<file path="config.mk">
export PLATFORM = sky130hd
export DESIGN_NAME = fls_cmd_bank
export DESIGN_NICKNAME = d
export VERILOG_FILES = /design/src/fls_cmd_bank.v
export VERILOG_INCLUDE_DIRS = /design/src
export SDC_FILE = /design/constraint.sdc
export NUM_CORES = 1
export LEC_CHECK = 0
export ABC_CLOCK_PERIOD_IN_PS = 6600
export BUFFER_PORTS_ARGS = -buffer_cell sky130_fd_sc_hd__clkbuf_2
export CAP_MARGIN = 30
export CELL_PAD_IN_SITES_DETAIL_PLACEMENT = 1
export CELL_PAD_IN_SITES_GLOBAL_PLACEMENT = 1
export CORE_UTILIZATION = 50
export DETAILED_ROUTE_END_ITERATION = 10
export HOLD_SLACK_MARGIN = 0.05
export PLACE_DENSITY = 0.82
export REMOVE_ABC_BUFFERS = 1
export SLEW_MARGIN = 20
export SYNTH_ARGS = -nofsm -noshare
export SYNTH_HDL_FRONTEND = slang
export SYNTH_SLANG_ARGS = --single-unit
</file>
<file path="constraint.sdc">
create_clock -name core_clk -period 6.6 [get_ports core_clk]
set_clock_uncertainty 0.2 [all_clocks]
set_input_delay 0.66 -clock core_clk [delete_from_list [all_inputs] [get_ports core_clk]]
set_output_delay 0.66 -clock core_clk [all_outputs]
set_load 0.03 [all_outputs]
</file>
<file path="src/fls_cmd_defs.vh">
`ifndef FLS_CMD_DEFS_VH
`define FLS_CMD_DEFS_VH
// command codes
`define FLS_OFS_OPERATION 8'h01
`define FLS_OFS_ON_OFF_CFG 8'h02
`define FLS_OFS_SCALE_LOOP 8'h29
`define FLS_OFS_OUT_LOW_WARN 8'h43
`define FLS_OFS_OUT_LOW_FAULT 8'h44
`define FLS_OFS_OUT_LOW_ACT 8'h45
`define FLS_OFS_OC_FAULT 8'h46
`define FLS_OFS_OC_ACT 8'h47
`define FLS_OFS_OC_WARN 8'h4a
`define FLS_OFS_OT_FAULT 8'h4f
`define FLS_OFS_OT_ACT 8'h50
`define FLS_OFS_OT_WARN 8'h51
`define FLS_OFS_VIN_HIGH 8'h55
`define FLS_OFS_VIN_HIGH_ACT 8'h56
`define FLS_OFS_VIN_LOW_WARN 8'h58
`define FLS_OFS_GOOD_ON 8'h5e
`define FLS_OFS_GOOD_OFF 8'h5f
`define FLS_OFS_TURN_ON_DELAY_TIME 8'h60
`define FLS_OFS_TON_RAMP 8'h61
`define FLS_OFS_TON_TIMEOUT 8'h62
`define FLS_OFS_TON_TIMEOUT_ACT 8'h63
`define FLS_OFS_TURN_OFF_DELAY_TIME 8'h64
`define FLS_OFS_TURN_OFF_FALL_TIME 8'h65
// reset values
`define FLS_RST_OPERATION 16'h0000
`define FLS_RST_ON_OFF_CFG 16'h0016
`define FLS_RST_SCALE_LOOP 16'he808
`define FLS_RST_OUT_LOW_WARN 16'h0071
`define FLS_RST_OUT_LOW_FAULT 16'h0065
`define FLS_RST_OUT_LOW_ACT 16'h0000
`define FLS_RST_OC_FAULT 16'hf814
`define FLS_RST_OC_ACT 16'h0048
`define FLS_RST_OC_WARN 16'hf810
`define FLS_RST_OT_FAULT 16'h0091
`define FLS_RST_OT_ACT 16'h00c0
`define FLS_RST_OT_WARN 16'h007d
`define FLS_RST_VIN_HIGH 16'hf060
`define FLS_RST_VIN_HIGH_ACT 16'h0080
`define FLS_RST_VIN_LOW_WARN 16'hf801
`define FLS_RST_GOOD_ON 16'h0073
`define FLS_RST_GOOD_OFF 16'h006c
`define FLS_RST_TURN_ON_DELAY_TIME 16'h0000
`define FLS_RST_TON_RAMP 16'h0002
`define FLS_RST_TON_TIMEOUT 16'h0005
`define FLS_RST_TON_TIMEOUT_ACT 16'h0000
`define FLS_RST_TURN_OFF_DELAY_TIME 16'h0000
`define FLS_RST_TURN_OFF_FALL_TIME 16'h0001
// fields
`define FLS_EXP_MSB 15
`define FLS_EXP_LSB 11
`define FLS_ACT_MSB 7
`define FLS_ACT_LSB 6
`define FLS_OC_CNT_MSB 3
`define FLS_OP_ON 7
`define FLS_ONOFF_USE 4
`define FLS_ONOFF_CMD 3
`define FLS_ONOFF_PIN 2
`define FLS_ONOFF_POL 1
// timing
`define FLS_CLK_KHZ 25000
`define FLS_MS_TIME 1
`endif

</file>
<file path="src/fls_cmd_bank.v">
`timescale 1ns/1ps
`default_nettype none
`include "fls_cmd_defs.vh"
// Operation
// - output low warning below warn level
// - output under-voltage fault below fault level, in S_ON only
// - under-voltage action: ignore or shut down
// - over-current fault above limit, 3-10 A
// - over-current action, default pulse-limit 8 cycles
// - over-current warning above warn limit
// - over-temperature fault at limit, default 145
// - over-temperature action: ignore, shutdown, inhibit
// - over-temperature warning at warn limit
// - input over-voltage fault above threshold
// - input over-voltage action: ignore or shutdown
// - input low warning threshold, 0-16 V
// - power good asserts at scaled on-level
// - power good negates at scaled off-level
// - wait turn-on delay after start
// - ramp output over programmed rise time
// - power-up timeout fault before reaching fault level
// - power-up timeout action: ignore or shutdown
// - turn-off settings accepted but unused
// - loop scale only 1, 0.5, 0.25, 0.125
// - start from enable pin and commands
module fls_cmd_bank #(
	parameter MS_CYCLES = `FLS_CLK_KHZ * `FLS_MS_TIME
)(
	input wire core_clk,
	input wire nrst,
	input wire cmd_valid,
	input wire cmd_write,
	input wire [7:0] cmd_code,
	input wire [15:0] cmd_wdata,
	output reg resp_valid,
	output reg resp_ack,
	output reg [15:0] resp_rdata,
	input wire enable_pin,
	input wire sw_cycle,
	input wire [15:0] vout_meas,
	input wire [7:0] iout_meas,
	input wire [7:0] temp_meas,
	input wire [7:0] vin_meas,
	output reg power_on,
	output reg ramp_active,
	output reg power_good,
	output reg out_low_warn,
	output reg out_low_fault,
	output reg overcurrent_fault,
	output reg overcurrent_limit,
	output reg overcurrent_warn,
	output reg overheat_fault,
	output reg overheat_warn,
	output reg input_high_fault,
	output reg input_low_warn,
	output reg power_up_timeout_fault
);
	localparam NREG = 23;
	localparam [4:0] I_OP = 5'd0;
	localparam [4:0] I_ONOFF = 5'd1;
	localparam [4:0] I_SCALE = 5'd2;
	localparam [4:0] I_UVW = 5'd3;
	localparam [4:0] I_UVF = 5'd4;
	localparam [4:0] I_UVA = 5'd5;
	localparam [4:0] I_OCF = 5'd6;
	localparam [4:0] I_OCA = 5'd7;
	localparam [4:0] I_OCW = 5'd8;
	localparam [4:0] I_OTF = 5'd9;
	localparam [4:0] I_OTA = 5'd10;
	localparam [4:0] I_OTW = 5'd11;
	localparam [4:0] I_VOF = 5'd12;
	localparam [4:0] I_VOA = 5'd13;
	localparam [4:0] I_VIW = 5'd14;
	localparam [4:0] I_PGON = 5'd15;
	localparam [4:0] I_PGOFF = 5'd16;
	localparam [4:0] I_TOND = 5'd17;
	localparam [4:0] I_TONR = 5'd18;
	localparam [4:0] I_TMAX = 5'd19;
	localparam [4:0] I_TMAXA = 5'd20;
	localparam [4:0] I_TOFFD = 5'd21;
	localparam [4:0] I_TOFFF = 5'd22;
	localparam [4:0] I_NONE = 5'd31;
	localparam [1:0] ACT_IGNORE = 2'b00;
	localparam [1:0] ACT_DELAY = 2'b01;
	localparam [1:0] ACT_SHUT = 2'b10;
	localparam [1:0] ACT_INHIBIT = 2'b11;
	localparam [2:0] S_OFF = 3'd0;
	localparam [2:0] S_DELAY = 3'd1;
	localparam [2:0] S_RISE = 3'd2;
	localparam [2:0] S_ON = 3'd3;
	localparam [2:0] S_FAULT = 3'd4;
	localparam [2:0] S_INHIBIT = 3'd5;
	localparam integer DIV_LAST_FULL = MS_CYCLES - 1;
	localparam [14:0] DIV_LAST = DIV_LAST_FULL[14:0];
	localparam [6:0] CNT_MAX = 7'h7f;

	function [4:0] cmd_index;
		input [7:0] c;
		case (c)
			`FLS_OFS_OPERATION: cmd_index = I_OP;
			`FLS_OFS_ON_OFF_CFG: cmd_index = I_ONOFF;
			`FLS_OFS_SCALE_LOOP: cmd_index = I_SCALE;
			`FLS_OFS_OUT_LOW_WARN: cmd_index = I_UVW;
			`FLS_OFS_OUT_LOW_FAULT: cmd_index = I_UVF;
			`FLS_OFS_OUT_LOW_ACT: cmd_index = I_UVA;
			`FLS_OFS_OC_FAULT: cmd_index = I_OCF;
			`FLS_OFS_OC_ACT: cmd_index = I_OCA;
			`FLS_OFS_OC_WARN: cmd_index = I_OCW;
			`FLS_OFS_OT_FAULT: cmd_index = I_OTF;
			`FLS_OFS_OT_ACT: cmd_index = I_OTA;
			`FLS_OFS_OT_WARN: cmd_index = I_OTW;
			`FLS_OFS_VIN_HIGH: cmd_index = I_VOF;
			`FLS_OFS_VIN_HIGH_ACT: cmd_index = I_VOA;
			`FLS_OFS_VIN_LOW_WARN: cmd_index = I_VIW;
			`FLS_OFS_GOOD_ON: cmd_index = I_PGON;
			`FLS_OFS_GOOD_OFF: cmd_index = I_PGOFF;
			`FLS_OFS_TURN_ON_DELAY_TIME: cmd_index = I_TOND;
			`FLS_OFS_TON_RAMP: cmd_index = I_TONR;
			`FLS_OFS_TON_TIMEOUT: cmd_index = I_TMAX;
			`FLS_OFS_TON_TIMEOUT_ACT: cmd_index = I_TMAXA;
			`FLS_OFS_TURN_OFF_DELAY_TIME: cmd_index = I_TOFFD;
			`FLS_OFS_TURN_OFF_FALL_TIME: cmd_index = I_TOFFF;
			default: cmd_index = I_NONE;
		endcase
	endfunction

	function [15:0] reset_value;
		input [4:0] i;
		case (i)
			I_OP: reset_value = `FLS_RST_OPERATION;
			I_ONOFF: reset_value = `FLS_RST_ON_OFF_CFG;
			I_SCALE: reset_value = `FLS_RST_SCALE_LOOP;
			I_UVW: reset_value = `FLS_RST_OUT_LOW_WARN;
			I_UVF: reset_value = `FLS_RST_OUT_LOW_FAULT;
			I_UVA: reset_value = `FLS_RST_OUT_LOW_ACT;
			I_OCF: reset_value = `FLS_RST_OC_FAULT;
			I_OCA: reset_value = `FLS_RST_OC_ACT;
			I_OCW: reset_value = `FLS_RST_OC_WARN;
			I_OTF: reset_value = `FLS_RST_OT_FAULT;
			I_OTA: reset_value = `FLS_RST_OT_ACT;
			I_OTW: reset_value = `FLS_RST_OT_WARN;
			I_VOF: reset_value = `FLS_RST_VIN_HIGH;
			I_VOA: reset_value = `FLS_RST_VIN_HIGH_ACT;
			I_VIW: reset_value = `FLS_RST_VIN_LOW_WARN;
			I_PGON: reset_value = `FLS_RST_GOOD_ON;
			I_PGOFF: reset_value = `FLS_RST_GOOD_OFF;
			I_TOND: reset_value = `FLS_RST_TURN_ON_DELAY_TIME;
			I_TONR: reset_value = `FLS_RST_TON_RAMP;
			I_TMAX: reset_value = `FLS_RST_TON_TIMEOUT;
			I_TMAXA: reset_value = `FLS_RST_TON_TIMEOUT_ACT;
			I_TOFFD: reset_value = `FLS_RST_TURN_OFF_DELAY_TIME;
			I_TOFFF: reset_value = `FLS_RST_TURN_OFF_FALL_TIME;
			default: reset_value = 16'h0000;
		endcase
	endfunction

	function is_byte;
		input [4:0] i;
		is_byte = (i == I_OP) || (i == I_ONOFF) || (i == I_UVA) || (i == I_OCA) ||
			(i == I_OTA) || (i == I_VOA) || (i == I_TMAXA);
	endfunction

	// exponent must match exactly; mantissa taken unsigned so negatives fail
	function lin_ok;
		input [15:0] d;
		input [4:0] e;
		input [10:0] lo;
		input [10:0] hi;
		lin_ok = (d[`FLS_EXP_MSB:`FLS_EXP_LSB] == e) && (d[10:0] >= lo) && (d[10:0] <= hi);
	endfunction

	function write_ok;
		input [4:0] i;
		input [15:0] d;
		case (i)
			I_SCALE: write_ok = lin_ok(d, 5'h1d, 11'h001, 11'h008) && (d[3:0] == 4'h1 ||
				d[3:0] == 4'h2 || d[3:0] == 4'h4 || d[3:0] == 4'h8);
			I_OCF: write_ok = lin_ok(d, 5'h1f, 11'h006, 11'h014);
			I_OCW: write_ok = lin_ok(d, 5'h1f, 11'h000, 11'h07f);
			I_OTF: write_ok = lin_ok(d, 5'h00, 11'h000, 11'h096);
			I_OTW: write_ok = lin_ok(d, 5'h00, 11'h000, 11'h096);
			I_VOF: write_ok = lin_ok(d, 5'h1e, 11'h019, 11'h060);
			I_VIW: write_ok = lin_ok(d, 5'h1f, 11'h000, 11'h020);
			I_TOND, I_TONR, I_TMAX: write_ok = lin_ok(d, 5'h00, 11'h000, 11'h07f);
			I_TOFFD, I_TOFFF: write_ok = lin_ok(d, 5'h00, 11'h000, 11'h07f);
			default: write_ok = 1'b1;
		endcase
	endfunction

	function [1:0] act_kind;
		input [15:0] r;
		act_kind = r[`FLS_ACT_MSB:`FLS_ACT_LSB];
	endfunction

	reg [15:0] regs [0:NREG-1];
	integer k;
	wire [4:0] idx = cmd_index(cmd_code);

	// unmapped codes and out-of-range writes are refused without storing
	always @(posedge core_clk or negedge nrst)
	begin
		if (!nrst)
		begin
			for (k = 0; k < NREG; k = k + 1)
				regs[k] <= reset_value(k[4:0]);
			resp_valid <= 1'b0;
			resp_ack <= 1'b0;
			resp_rdata <= 16'h0000;
		end
		else
		begin
			resp_valid <= cmd_valid;
			if (cmd_valid)
			begin
				resp_rdata <= 16'h0000;
				resp_ack <= 1'b0;
				if (idx != I_NONE)
				begin
					if (cmd_write)
					begin
						if (write_ok(idx, cmd_wdata))
						begin
							resp_ack <= 1'b1;
							regs[idx] <= is_byte(idx) ? {8'h00, cmd_wdata[7:0]} : cmd_wdata;
						end
					end
					else
					begin
						resp_ack <= 1'b1;
						resp_rdata <= regs[idx];
					end
				end
			end
		end
	end

	wire [7:0] onoff = regs[I_ONOFF][7:0];
	wire pin_on = onoff[`FLS_ONOFF_POL] ? enable_pin : ~enable_pin;
	wire start_req = ~onoff[`FLS_ONOFF_USE] | ((~onoff[`FLS_ONOFF_CMD] | regs[I_OP][`FLS_OP_ON]) &
		(~onoff[`FLS_ONOFF_PIN] | pin_on));

	wire [3:0] scale_m = regs[I_SCALE][3:0];
	wire [19:0] pg_on_prod = {4'h0, regs[I_PGON]} * {16'h0000, scale_m};
	wire [19:0] pg_off_prod = {4'h0, regs[I_PGOFF]} * {16'h0000, scale_m};
	wire [15:0] pg_on_th = pg_on_prod[18:3];
	wire [15:0] pg_off_th = pg_off_prod[18:3];

	reg [2:0] state;
	reg [2:0] next_state;
	reg [14:0] div_cnt;
	reg [6:0] phase_cnt;
	reg [6:0] tmax_cnt;
	reg reached;
	reg [3:0] oc_cnt;

	wire ms_tick = (div_cnt == DIV_LAST);
	wire running = (state == S_RISE) || (state == S_ON);
	wire uv_now = vout_meas < regs[I_UVF];
	wire oc_over = iout_meas > regs[I_OCF][7:0];
	wire ot_now = temp_meas >= regs[I_OTF][7:0];
	wire vin_over = vin_meas > regs[I_VOF][7:0];
	wire [1:0] oc_kind = act_kind(regs[I_OCA]);
	wire [1:0] ot_kind = act_kind(regs[I_OTA]);
	wire uv_trip = (state == S_ON) && uv_now && (act_kind(regs[I_UVA]) == ACT_SHUT);
	// pulse limiting holds the current for the counted cycles, then gives up
	wire oc_trip = oc_over && (oc_kind == ACT_SHUT || oc_kind == ACT_INHIBIT ||
		(oc_kind == ACT_DELAY && oc_cnt >= regs[I_OCA][`FLS_OC_CNT_MSB:0]));
	wire ot_shut = ot_now && (ot_kind == ACT_SHUT);
	wire ot_inh = ot_now && (ot_kind == ACT_INHIBIT);
	wire vin_trip = vin_over && (act_kind(regs[I_VOA]) == ACT_SHUT);
	wire tmax_hit = running && !reached && (regs[I_TMAX][6:0] != 7'h00) &&
		(tmax_cnt >= regs[I_TMAX][6:0]);
	wire tmax_trip = tmax_hit && (act_kind(regs[I_TMAXA]) == ACT_SHUT);
	wire shut_trip = uv_trip | oc_trip | ot_shut | vin_trip | tmax_trip;
	wire next_run = (next_state == S_RISE) || (next_state == S_ON);

	always @*
	begin
		next_state = state;
		case (state)
			S_OFF:
				if (start_req)
					next_state = ot_inh ? S_INHIBIT : S_DELAY;
			S_DELAY:
				if (!start_req)
					next_state = S_OFF;
				else if (ot_inh)
					next_state = S_INHIBIT;
				else if (phase_cnt >= regs[I_TOND][6:0])
					next_state = S_RISE;
			S_RISE:
				if (!start_req)
					next_state = S_OFF;
				else if (ot_inh)
					next_state = S_INHIBIT;
				else if (shut_trip)
					next_state = S_FAULT;
				else if (phase_cnt >= regs[I_TONR][6:0])
					next_state = S_ON;
			S_ON:
				if (!start_req)
					next_state = S_OFF;
				else if (ot_inh)
					next_state = S_INHIBIT;
				else if (shut_trip)
					next_state = S_FAULT;
			S_FAULT:
				if (!start_req)
					next_state = S_OFF;
			S_INHIBIT:
				if (!start_req)
					next_state = S_OFF;
				else if (!ot_now)
					next_state = S_DELAY;
			default:
				next_state = S_OFF;
		endcase
	end

	// the millisecond divider restarts with each phase so delays are not short by a partial ms
	always @(posedge core_clk or negedge nrst)
	begin
		if (!nrst)
		begin
			state <= S_OFF;
			div_cnt <= 15'h0000;
			phase_cnt <= 7'h00;
			tmax_cnt <= 7'h00;
			reached <= 1'b0;
			oc_cnt <= 4'h0;
		end
		else
		begin
			state <= next_state;
			if (next_state != state)
			begin
				div_cnt <= 15'h0000;
				phase_cnt <= 7'h00;
			end
			else
			begin
				div_cnt <= ms_tick ? 15'h0000 : div_cnt + 15'h0001;
				if (ms_tick && phase_cnt != CNT_MAX)
					phase_cnt <= phase_cnt + 7'h01;
			end
			if (!running)
			begin
				tmax_cnt <= 7'h00;
				reached <= 1'b0;
			end
			else
			begin
				if (!uv_now)
					reached <= 1'b1;
				if (ms_tick && !reached && tmax_cnt != CNT_MAX)
					tmax_cnt <= tmax_cnt + 7'h01;
			end
			if (!oc_over)
				oc_cnt <= 4'h0;
			else if (sw_cycle && oc_cnt != 4'hf)
				oc_cnt <= oc_cnt + 4'h1;
		end
	end

	always @(posedge core_clk or negedge nrst)
	begin
		if (!nrst)
		begin
			power_on <= 1'b0;
			ramp_active <= 1'b0;
			power_good <= 1'b0;
			out_low_warn <= 1'b0;
			out_low_fault <= 1'b0;
			overcurrent_fault <= 1'b0;
			overcurrent_limit <= 1'b0;
			overcurrent_warn <= 1'b0;
			overheat_fault <= 1'b0;
			overheat_warn <= 1'b0;
			input_high_fault <= 1'b0;
			input_low_warn <= 1'b0;
			power_up_timeout_fault <= 1'b0;
		end
		else
		begin
			power_on <= next_run;
			ramp_active <= (next_state == S_RISE);
			if (!next_run)
				power_good <= 1'b0;
			else if (vout_meas >= pg_on_th)
				power_good <= 1'b1;
			else if (vout_meas <= pg_off_th)
				power_good <= 1'b0;
			out_low_warn <= vout_meas < regs[I_UVW];
			out_low_fault <= (state == S_ON) && uv_now;
			overcurrent_fault <= oc_over;
			overcurrent_limit <= oc_over && (oc_kind == ACT_DELAY);
			overcurrent_warn <= iout_meas > regs[I_OCW][7:0];
			overheat_fault <= ot_now;
			overheat_warn <= temp_meas >= regs[I_OTW][7:0];
			input_high_fault <= vin_over;
			input_low_warn <= vin_meas < {regs[I_VIW][6:0], 1'b0};
			// set wins: a hit in the restart cycle stays flagged
			if (tmax_hit)
				power_up_timeout_fault <= 1'b1;
			else if (next_state == S_DELAY && state != S_DELAY)
				power_up_timeout_fault <= 1'b0;
		end
	end
endmodule
`default_nettype wire

</file>
[Word level (Yosys, flattened, before mapping)]
Cells that the tools add are included.
Word-level totals
  bits in registers: 436
  memory bits (writable): 0
  latch bits: 0
  memories kept: 0
  word-level logic and storage cells: 268
  memory bits (read-only): 0
  input port bits: 70
Operators by class
  divide/modulo/power cells: 0
  order comparisons: 26
  equality and inequality tests: 75
  multipliers: 2
  multiplexer cells: 49
  add/sub/neg operators: 4
  bitwise operators: 13
  shift operators: 0
  reduce and logical (&&, ||, !) cells: 54
Operators by type and width (number)
  bitwise mux 368 bit: 1
  equality test 8 x 7 -> 1 bit, second input constant: 20
  case mux 5 bit (23 select lines): 1
  2-to-1 mux 16 bit: 6
  binary-select mux 16 bit (select 5 bit): 1
  demux 16 bit (select 5 bit): 1
  equality test 5 bit, second input constant: 9
  2-to-1 mux 3 bit: 15
  multiplier 16 x 4 -> 19 bit: 2
  equality test 5 x 4 -> 1 bit, second input constant: 7
  less-than comparator 16 bit: 2
  logical AND 1 bit: 31
  2-to-1 mux 15 bit: 2
  2-to-1 mux 7 bit: 4
  greater-than comparator 8 bit: 3
  >= comparator 11 x 1 -> 1 bit, second input constant: 2
  less-or-equal comparator 11 x 7 -> 1 bit, second input constant: 2
  >= comparator 7 bit: 3
  case mux 3 bit (6 select lines): 1
  >= comparator 16 bit: 1
  >= comparator 8 bit: 2
  less-or-equal comparator 16 bit: 1
  adder 15 x 1 -> 15 bit, second input constant: 1
  equality test 15 bit, second input constant: 1
  other kinds (50): 104

[Depth between registers and ports, before layout]
Gate-level depths: netlist of run 1.
  word-level depth: 16
  depth in mapped cells: 22
  depth with buffers taken out: 21

[Least setup slack after synthesis of run 1]
Ideal clock, no wire load.
  path kind: register -> register
  start point: register regs[323] (netlist name)
  end point: register power_good
  clock period less this slack: 5223 ps
  path buffers: 1
  library setup time: 94 ps
  data arrival time: 4929 ps
  setup slack: 1377 ps
  cell stages (with the launch flop): 22
  data required time: 6306 ps
  cells stage by stage: dfstp_2 clkbuf_1 nand2_1 fa_1 inv_1 fa_1 ha_1 a21oi_1 o21ai_0 a211oi_1 o31ai_1 or4_1 a31o_2 a21oi_1 xor2_1 ha_1 nand4_1 nor3_1 o31ai_1 a31oi_1 nor2_1 a211oi_1
Between the ends
  cells in the longest elaborated chain, start to end: 4
  elaborated cells between the ends (all ways): 7
Ends and longest elaborated chain
  start: declaration: line fls_cmd_bank.v:195  | reg [15:0] regs [0:NREG-1];
  start signal: indexed assignment: line fls_cmd_bank.v:205  | regs[k] <= reset_value(k[4:0]);
  start signal: indexed assignment: line fls_cmd_bank.v:224  | regs[idx] <= is_byte(idx) ? {8'h00, cmd_wdata[7:0]} : cmd_wdata;
  multiplier 16 x 4 -> 19 bit: line fls_cmd_bank.v:243  | wire [19:0] pg_on_prod = {4'h0, regs[I_PGON]} * {16'h0000, scale_m};
  >= comparator 16 bit: line fls_cmd_bank.v:389  | else if (vout_meas >= pg_on_th)
  2-to-1 mux 1 bit: line fls_cmd_bank.v:389
  2-to-1 mux 1 bit: line fls_cmd_bank.v:387  | if (!next_run)
  end signal: assignment: line fls_cmd_bank.v:388  | power_good <= 1'b0;
  end signal: assignment: line fls_cmd_bank.v:390  | power_good <= 1'b1;
  end signal: assignment: line fls_cmd_bank.v:392  | power_good <= 1'b0;
  end: declaration: line fls_cmd_bank.v:46  | output reg power_good,
Parallel ways exist; a longest one is shown, timed or not.
A chain may end at the register's enable or synchronous reset.

[Worst setup path after layout of run 1]
  start point: register regs[322] (netlist name)
  end point: register power_good
The elaborated chain is that of the path after synthesis.

==> reports/qor.csv, run 1 <==
stage;metric;value;unit
status;run status;finished, final reports clean;
clock_tree;hold_buf cts;1;
logic_synthesis;sequential area share after synthesis;41.2;%
critical_path;CP arrival;6210;ps
clock_tree;clk sinks;436;
global_route;global-route wire length before repair;143;mm
critical_path;CP required;6890;ps
routing;average routed wire per standard cell;27.3;um
clock_tree;Skew-Pair Late Insertion Delay;600;ps
clock_tree;CTS tree;yes;
critical_path;CP startpoint;regs[322];
sta;Setup violations, final;0;
sta;period utilization;89.7;%
cells_and_area;Nets;3011;
critical_path;CP Class;flop to flop;
place;Port Buf Inserts;100;
flow_run;max-capacitance violation count;0;
floorplan;core area;52700;um^2
sta;Slew Limit Fails;0;
routing;via count;22073;
critical_path;CP max FO;22;
floorplan;Initial Util;50.7;%
global_route;grt total ovfl;0;
sta;setup repair after global routing missed its margin;false;
critical_path;crit path to;power_good;
critical_path;Worst path depth;20;
logic_synthesis;async set or reset register ratio after synthesis;100;%
critical_path;CP bufs+invs;1;
logic_synthesis;count of different cell masters after synthesis;100;
floorplan;total die area;54400;um^2
critical_path;startpoint types;flop;
logic_synthesis;Post-synth EDFFs;0;
routing;TritonRoute pass-1 iters;6;
routing;vias per cell;6.43;
global_route;vias in the first global route;23408;
logic_synthesis;Synth Instances;2632;
critical_path;Slowest-stage cell, CP;dfrtp_1;
clock_tree;post-cts gate resize count;0;
floorplan;Die Width;233;um
critical_path;max incr delay on CP;870;ps
logic_synthesis;synth warn;0;
logic_synthesis;Synth area leaders;dfrtp_1 (34%), ha_1 (8.3%), mux2_2 (6.9%);
logic_synthesis;top_reg_cell synth;dfrtp_1;
critical_path;R2R depth;20;
critical_path;RR Endpoint;power_good;
logic_synthesis;register bit total from synthesis;436;
cells_and_area;commonest cells after routing, fill and taps aside;dfrtp_1 (368), inv_1 (198), nand2_1 (190);
clock_tree;clock tree buffer depth;3;
logic_synthesis;largest area contributor in the synthesized netlist;dfrtp_1;
cells_and_area;commonest non-fill, non-tap cell in the layout;dfrtp_1;
routing;Routed Antenna Nets;0;
sta;Worst Tran Pin Value;1120;ps
global_route;initial antenna violation count;3;
floorplan;DIE HEIGHT;233;um
sta;max_slew headroom;24.5;%
power;peak supply drop;0.204;mV
floorplan;Cell Rows;84;
critical_path;R2R Setup Slk;680;ps
cells_and_area;Layout area overhead;10.6;%
place;RD Place Congestion;0.920;
sta;Tmin final;5920;ps
sta;Final Hold Vio Count;0;
clock_tree;H-tree Lvls;2;
clock_tree;clk slew on worst S/H paths;60;ps
critical_path;cells along the critical path;nand2_1 -> fa_1 -> inv_1 -> fa_1 -> ha_1 -> a21oi_1 -> o21ai_0 -> a211oi_1 -> o31ai_1 -> or4_1 -> a31o_2 -> a21oi_1 -> xor2_1 -> ha_1 -> nand4_1 -> nor3_1 -> o31ai_1 -> a31oi_1 -> nor2_1 -> a211oi_1;
power;Final Total Pwr;6.33;mW
logic_synthesis;mapped cell area;26700;um^2
critical_path;Top delay family on crit path;compound AO/OA/AOI/OAI gates;
routing;DRC;0;
logic_synthesis;Avg Inst Size Synth;10.2;um^2
sta;total negative setup slack;0;ps
cells_and_area;ANT cells;0;
worst_hold_path;Hold Crit Class;primary input to flop;
power;Leakage;14.2;nW
logic_synthesis;post-synth top area share;34.5;%
cells_and_area;layout cells sized above 1;19.4;%
cells_and_area;filler cell count;5773;
routing;DRT iter0 DRCs;1796;
critical_path;RR Startpoint;regs[322];
power;PwrDens;214;nW/um^2
clock_tree;CTS root buf;clkbuf_16;
clock_tree;Post-CTS Repair Setup Buffers;0;
place;placed wire-length estimate;67.8;mm
global_route;largest net degree at the start of global routing;145;
routing;Total Wirelength;93.9;mm
floorplan;Ports;101;
sta;Peak Freq;169;MHz
clock_tree;TritonCTS Buffers;48;
global_route;Tot GR Track Use;35.0;%
critical_path;critical path endpoint category;flop;
state kept, by name (all words and copies together), names as in the netlist, 2 cells and up:
register	flops
oc_kind	2
state	3
phase_cnt	7
onoff	8
div_cnt	15
resp_rdata	16
regs	356
tmax_cnt	7
ot_kind	2
oc_cnt	4
stage by stage:
stage               setup WS (ps)  util, %  hold WS (ps)  cells  area (um^2)
global route                  412     56.1           212   3434        29600
CTS                           683     56.1           195   3432        29500
global placement              996     53.0           262   3339        27900
detailed placement            689     53.0           265   3343        27900
finish                        682     56.1           210   3434        29600
floorplan                    1450        -           164   2494        26100
cell usage after synthesis, drive strengths merged, types with 27 or more instances:
master	number
a21oi	74
nand3	46
a21o	36
xnor2	30
nor2	133
o31ai	27
o22ai	54
nand4	29
inv	198
nand2b	33
or3	36
clkbuf	74
fa	56
nand2	196
xor2	30
o21ai	107
nor3	47
dfstp	68
ha	177
and2	114
nor2b	127
dfrtp	368
buf	64
mux2	163
worst register-to-register path: cells and delay by family (launching register included):
kind                     cells  cell delay, ps
buffers and inverters        1              60
XOR/XNOR                     1              90
flip-flops                   1             870
adder cells (fa/ha/maj)      4            1700
AND/OR/NAND/NOR              5            1070
AO/OA/AOI/OAI                9            1850
worst min-delay path by stage:
stage | startpoint | end | slack [ps] | cells past startpoint
2_1_floorplan | nrst | div_cnt[0] | 160 | 0
3_3_place_gp | regs[266] | regs[266] | 260 | 1
3_5_place_dp | regs[13] | regs[13] | 270 | 1
4_1_cts | vin_meas[7] | input_low_warn | 200 | 3
5_1_grt | cmd_valid | resp_valid | 210 | 1
6_report | vin_meas[7] | input_low_warn | 210 | 3
routing by layer:
layer	GRT usage [%]	wire length, um
met4	17.0	4830
met5	0	8
met3	6.75	7490
met1	45.6	38400
met2	55.9	43200
cell families after synthesis:
logic type                 Yosys count  synth area share, %
AOI/OAI and AO/OA                  512                 13.5
adders and majority gates          233                 12.5
buffers and inverters              336                 5.25
muxes                              184                 7.66
xor gates and xnor gates            60                 1.97
and+or+nand+nor                    871                 18.0
DFF                                436                 41.2
where the power goes:
part | switching (mW) | leakage (nW) | internal [mW] | total [mW]
registers | 0.0846 | 5.72 | 2.78 | 2.86
logic | 0.489 | 7.64 | 0.247 | 0.736
clock network | 1.16 | 0.788 | 1.58 | 2.73
layout make-up:
cell class              count  area (um^2)  area share, %
clock buffers              73         1440           4.86
clock inverters            15          144          0.487
inverters                 198          743           2.51
multi-input cells        1860        14300           48.5
flip-flops and latches    436        11000           37.2
well taps                 688          861           2.91
repair buffers            164         1040           3.53
Note: power is estimated with default switching activity, not from simulation.
==> run 2, diff against run 1 <==
- GPL_TIMING_DRIVEN: default -> 0
- PLACE_DENSITY: 0.82 -> 0.87
==> run 2 against run 1 <==
  * Sequential power hardly changed
  * Count of clock-buffer cells in the layout is 1 lower
  * Final cell count is 0.79% lower
  * Sequential cell count stayed put
  * Worst setup slack worse by 200 ps
  * Sequential share of layout area hardly changed
  * Largest power group unchanged
  * Die area stayed put
  * Worst hold slack better by 9.4 ps
  * Final area is 0.11% higher
  * Critical path depth stayed put
==> reports/qor.csv, run 2 (same netlist as run 1, synthesis figures left out) <==
stage;metric;value;unit;change
power;Final Total Pwr;6.31;mW;-0.23%
critical_path;R2R depth;20;;unchanged
critical_path;critical path endpoint category;flop;;
floorplan;core area;52700;um^2;unchanged
routing;DRC;0;;unchanged
sta;Worst Tran Pin Value;1100;ps;-15.0 ps
global_route;Tot GR Track Use;37.0;%;+2.0 points
clock_tree;CTS tree;yes;;
cells_and_area;max reg flops;356;;unchanged
cells_and_area;filler cell count;5676;;-1.7%
cells_and_area;layout cells sized above 1;18.5;%;-0.91 points
sta;Tmin final;6120;ps;+202 ps
sta;total negative setup slack;0;ps;unchanged
routing;average routed wire per standard cell;29.5;um;+8.1%
cells_and_area;Register Area;11000;um^2;unchanged
cells_and_area;register with the most flip-flops;regs;;
sta;Slew Limit Fails;0;;unchanged
clock_tree;Skew-Pair Late Insertion Delay;600;ps;about the same
routing;Total Wirelength;101;mm;+7.2%
floorplan;DIE HEIGHT;233;um;unchanged
global_route;vias in the first global route;24308;;+3.8%
cells_and_area;Multi-input gate area;14400;um^2;+0.66%
clock_tree;clk slew on worst S/H paths;60;ps;about the same
cells_and_area;commonest cells after routing, fill and taps aside;dfrtp_1 (368), inv_1 (198), nand2_1 (190);;
sta;setup repair after global routing missed its margin;false;;
floorplan;Ports;101;;unchanged
cells_and_area;Nets;2979;;-1.1%
routing;TritonRoute pass-1 iters;6;;unchanged
power;PwrDens;213;nW/um^2;-0.34%
cells_and_area;commonest non-fill, non-tap cell in the layout;dfrtp_1;;
sta;Final Hold Vio Count;0;;unchanged
critical_path;CP Class;flop to flop;;
worst_hold_path;worst hold stages;3;;unchanged
clock_tree;clock tree buffer depth;3;;unchanged
cells_and_area;final design utilization;56.2;%;+0.059 points
cells_and_area;Largest regs;regs x356, resp_rdata x16, div_cnt x15;;
routing;DRT iter0 DRCs;2316;;+29%
place;RD Place Congestion;0.963;;+4.7%
sta;Setup violations, final;0;;unchanged
clock_tree;clk sinks;436;;unchanged
critical_path;CP required;6850;ps;-40 ps
floorplan;Initial Util;50.7;%;unchanged
sta;max_slew headroom;26.5;%;+1.9 points
global_route;global-route wire length before repair;151;mm;+5.5%
place;Port Buf Inserts;100;;unchanged
floorplan;total die area;54400;um^2;unchanged
routing;vias per cell;6.69;;+4.1%
critical_path;CP max FO;34;;+55%
critical_path;CP arrival;6370;ps;+160 ps
sta;Peak Freq;163;MHz;-3.3%
sta;Hold Worst Slack;219;ps;+9.45 ps
global_route;initial antenna violation count;6;;+3
floorplan;Die Width;233;um;unchanged
floorplan;Cell Rows;84;;unchanged
flow_run;max-capacitance violation count;0;;unchanged
status;run status;finished, final reports clean;;
clock_tree;CTS root buf;clkbuf_16;;
clock_tree;Post-CTS Repair Setup Buffers;0;;unchanged
place;placed wire-length estimate;66.2;mm;-2.4%
power;Leakage;14.1;nW;-0.66%
cells_and_area;Layout area overhead;10.7;%;
clock_tree;TritonCTS Buffers;46;;-4.2%
worst_hold_path;Hold Crit Class;primary input to flop;;
critical_path;startpoint types;flop;;
global_route;largest net degree at the start of global routing;94;;-35%
routing;via count;22797;;+3.3%
routing;Routed Antenna Nets;0;;unchanged
sta;period utilization;92.7;%;+3.1 points
power;peak supply drop;0.164;mV;-20%
place;pre-CTS setup slack;535;ps;-153 ps
sta;setup ws final;480;ps;-202 ps
global_route;grt total ovfl;0;;unchanged
clock_tree;H-tree Lvls;2;;unchanged
[run 2: cell count changes in the layout (fill, tap and decap cells not counted), sizes merged]
cell / change
inv: -2
diode: +5
clkbuf: -1
buf: -30
clkinvlp: +1
[run 2: metal layers]
layer	share of wire (%)	global-route usage [%]	vias to the layer above
met3	9.6	8.51	410
met5	0.023	0	-
li1	-	-	9387
met1	38	46.3	11642
met2	46	58.6	1354
met4	6.3	21.6	4
[run 2: what timing repair did]
action	CTS	global route
hold endpoints to repair	76	0
hold buffers	1	0
gates resized for setup	0	0
[run 2: area by class of cell]
type | count | area share [%]
Multi-Input combinational cell | 1860 | 48.8
Antenna cell | 5 | 0.0423
Clock buffer | 72 | 4.64
Timing Repair Buffer | 134 | 3.54
Inverter | 198 | 2.51
Sequential cell | 436 | 37.2
Clock inverter | 14 | 0.427
Tap cell | 688 | 2.91
[run 2: power breakdown]
| group | internal [mW] | switching (mW) | total (mW) | leakage (nW) |
|---|---|---|---|---|
| Clock | 1.51 | 1.17 | 2.68 | 0.739 |
| Sequential | 2.78 | 0.0927 | 2.87 | 5.72 |
| Combinational | 0.258 | 0.510 | 0.768 | 7.60 |
[run 2: final timing paths]
path	from	endpoint	slack, ps
min in group asynchronous	nrst	power_on	480
max in group asynchronous	nrst	regs[178]	3960
min	vin_meas[7]	input_low_warn	220
max reg2reg	regs[323]	power_good	480
min reg2reg	regs[187]	regs[187]	290
max	regs[323]	power_good	480
[run 2: through the flow]
stage | std cells | instance area [um^2]
4_1_cts | 3396 | 29500
3_3_place_gp | 3282 | 27400
5_1_grt | 3404 | 29600
2_1_floorplan | 2494 | 26100
3_5_place_dp | 3309 | 28000
6_report | 3407 | 29600
[run 2: critical path, cell delays in order (launching register included)]
cell,delay (ps)
dfstp_2,980
nand2_1,170
fa_1,580
inv_1,70
fa_1,580
inv_1,70
fa_1,460
nor2b_1,170
o31a_1,210
o211ai_1,120
a21oi_1,230
nor3_1,130
o311ai_0,530
a21oi_1,170
xnor2_1,150
ha_1,320
nand4_1,130
o41ai_1,350
a31oi_1,70
nor2_1,190
a211oi_1,100
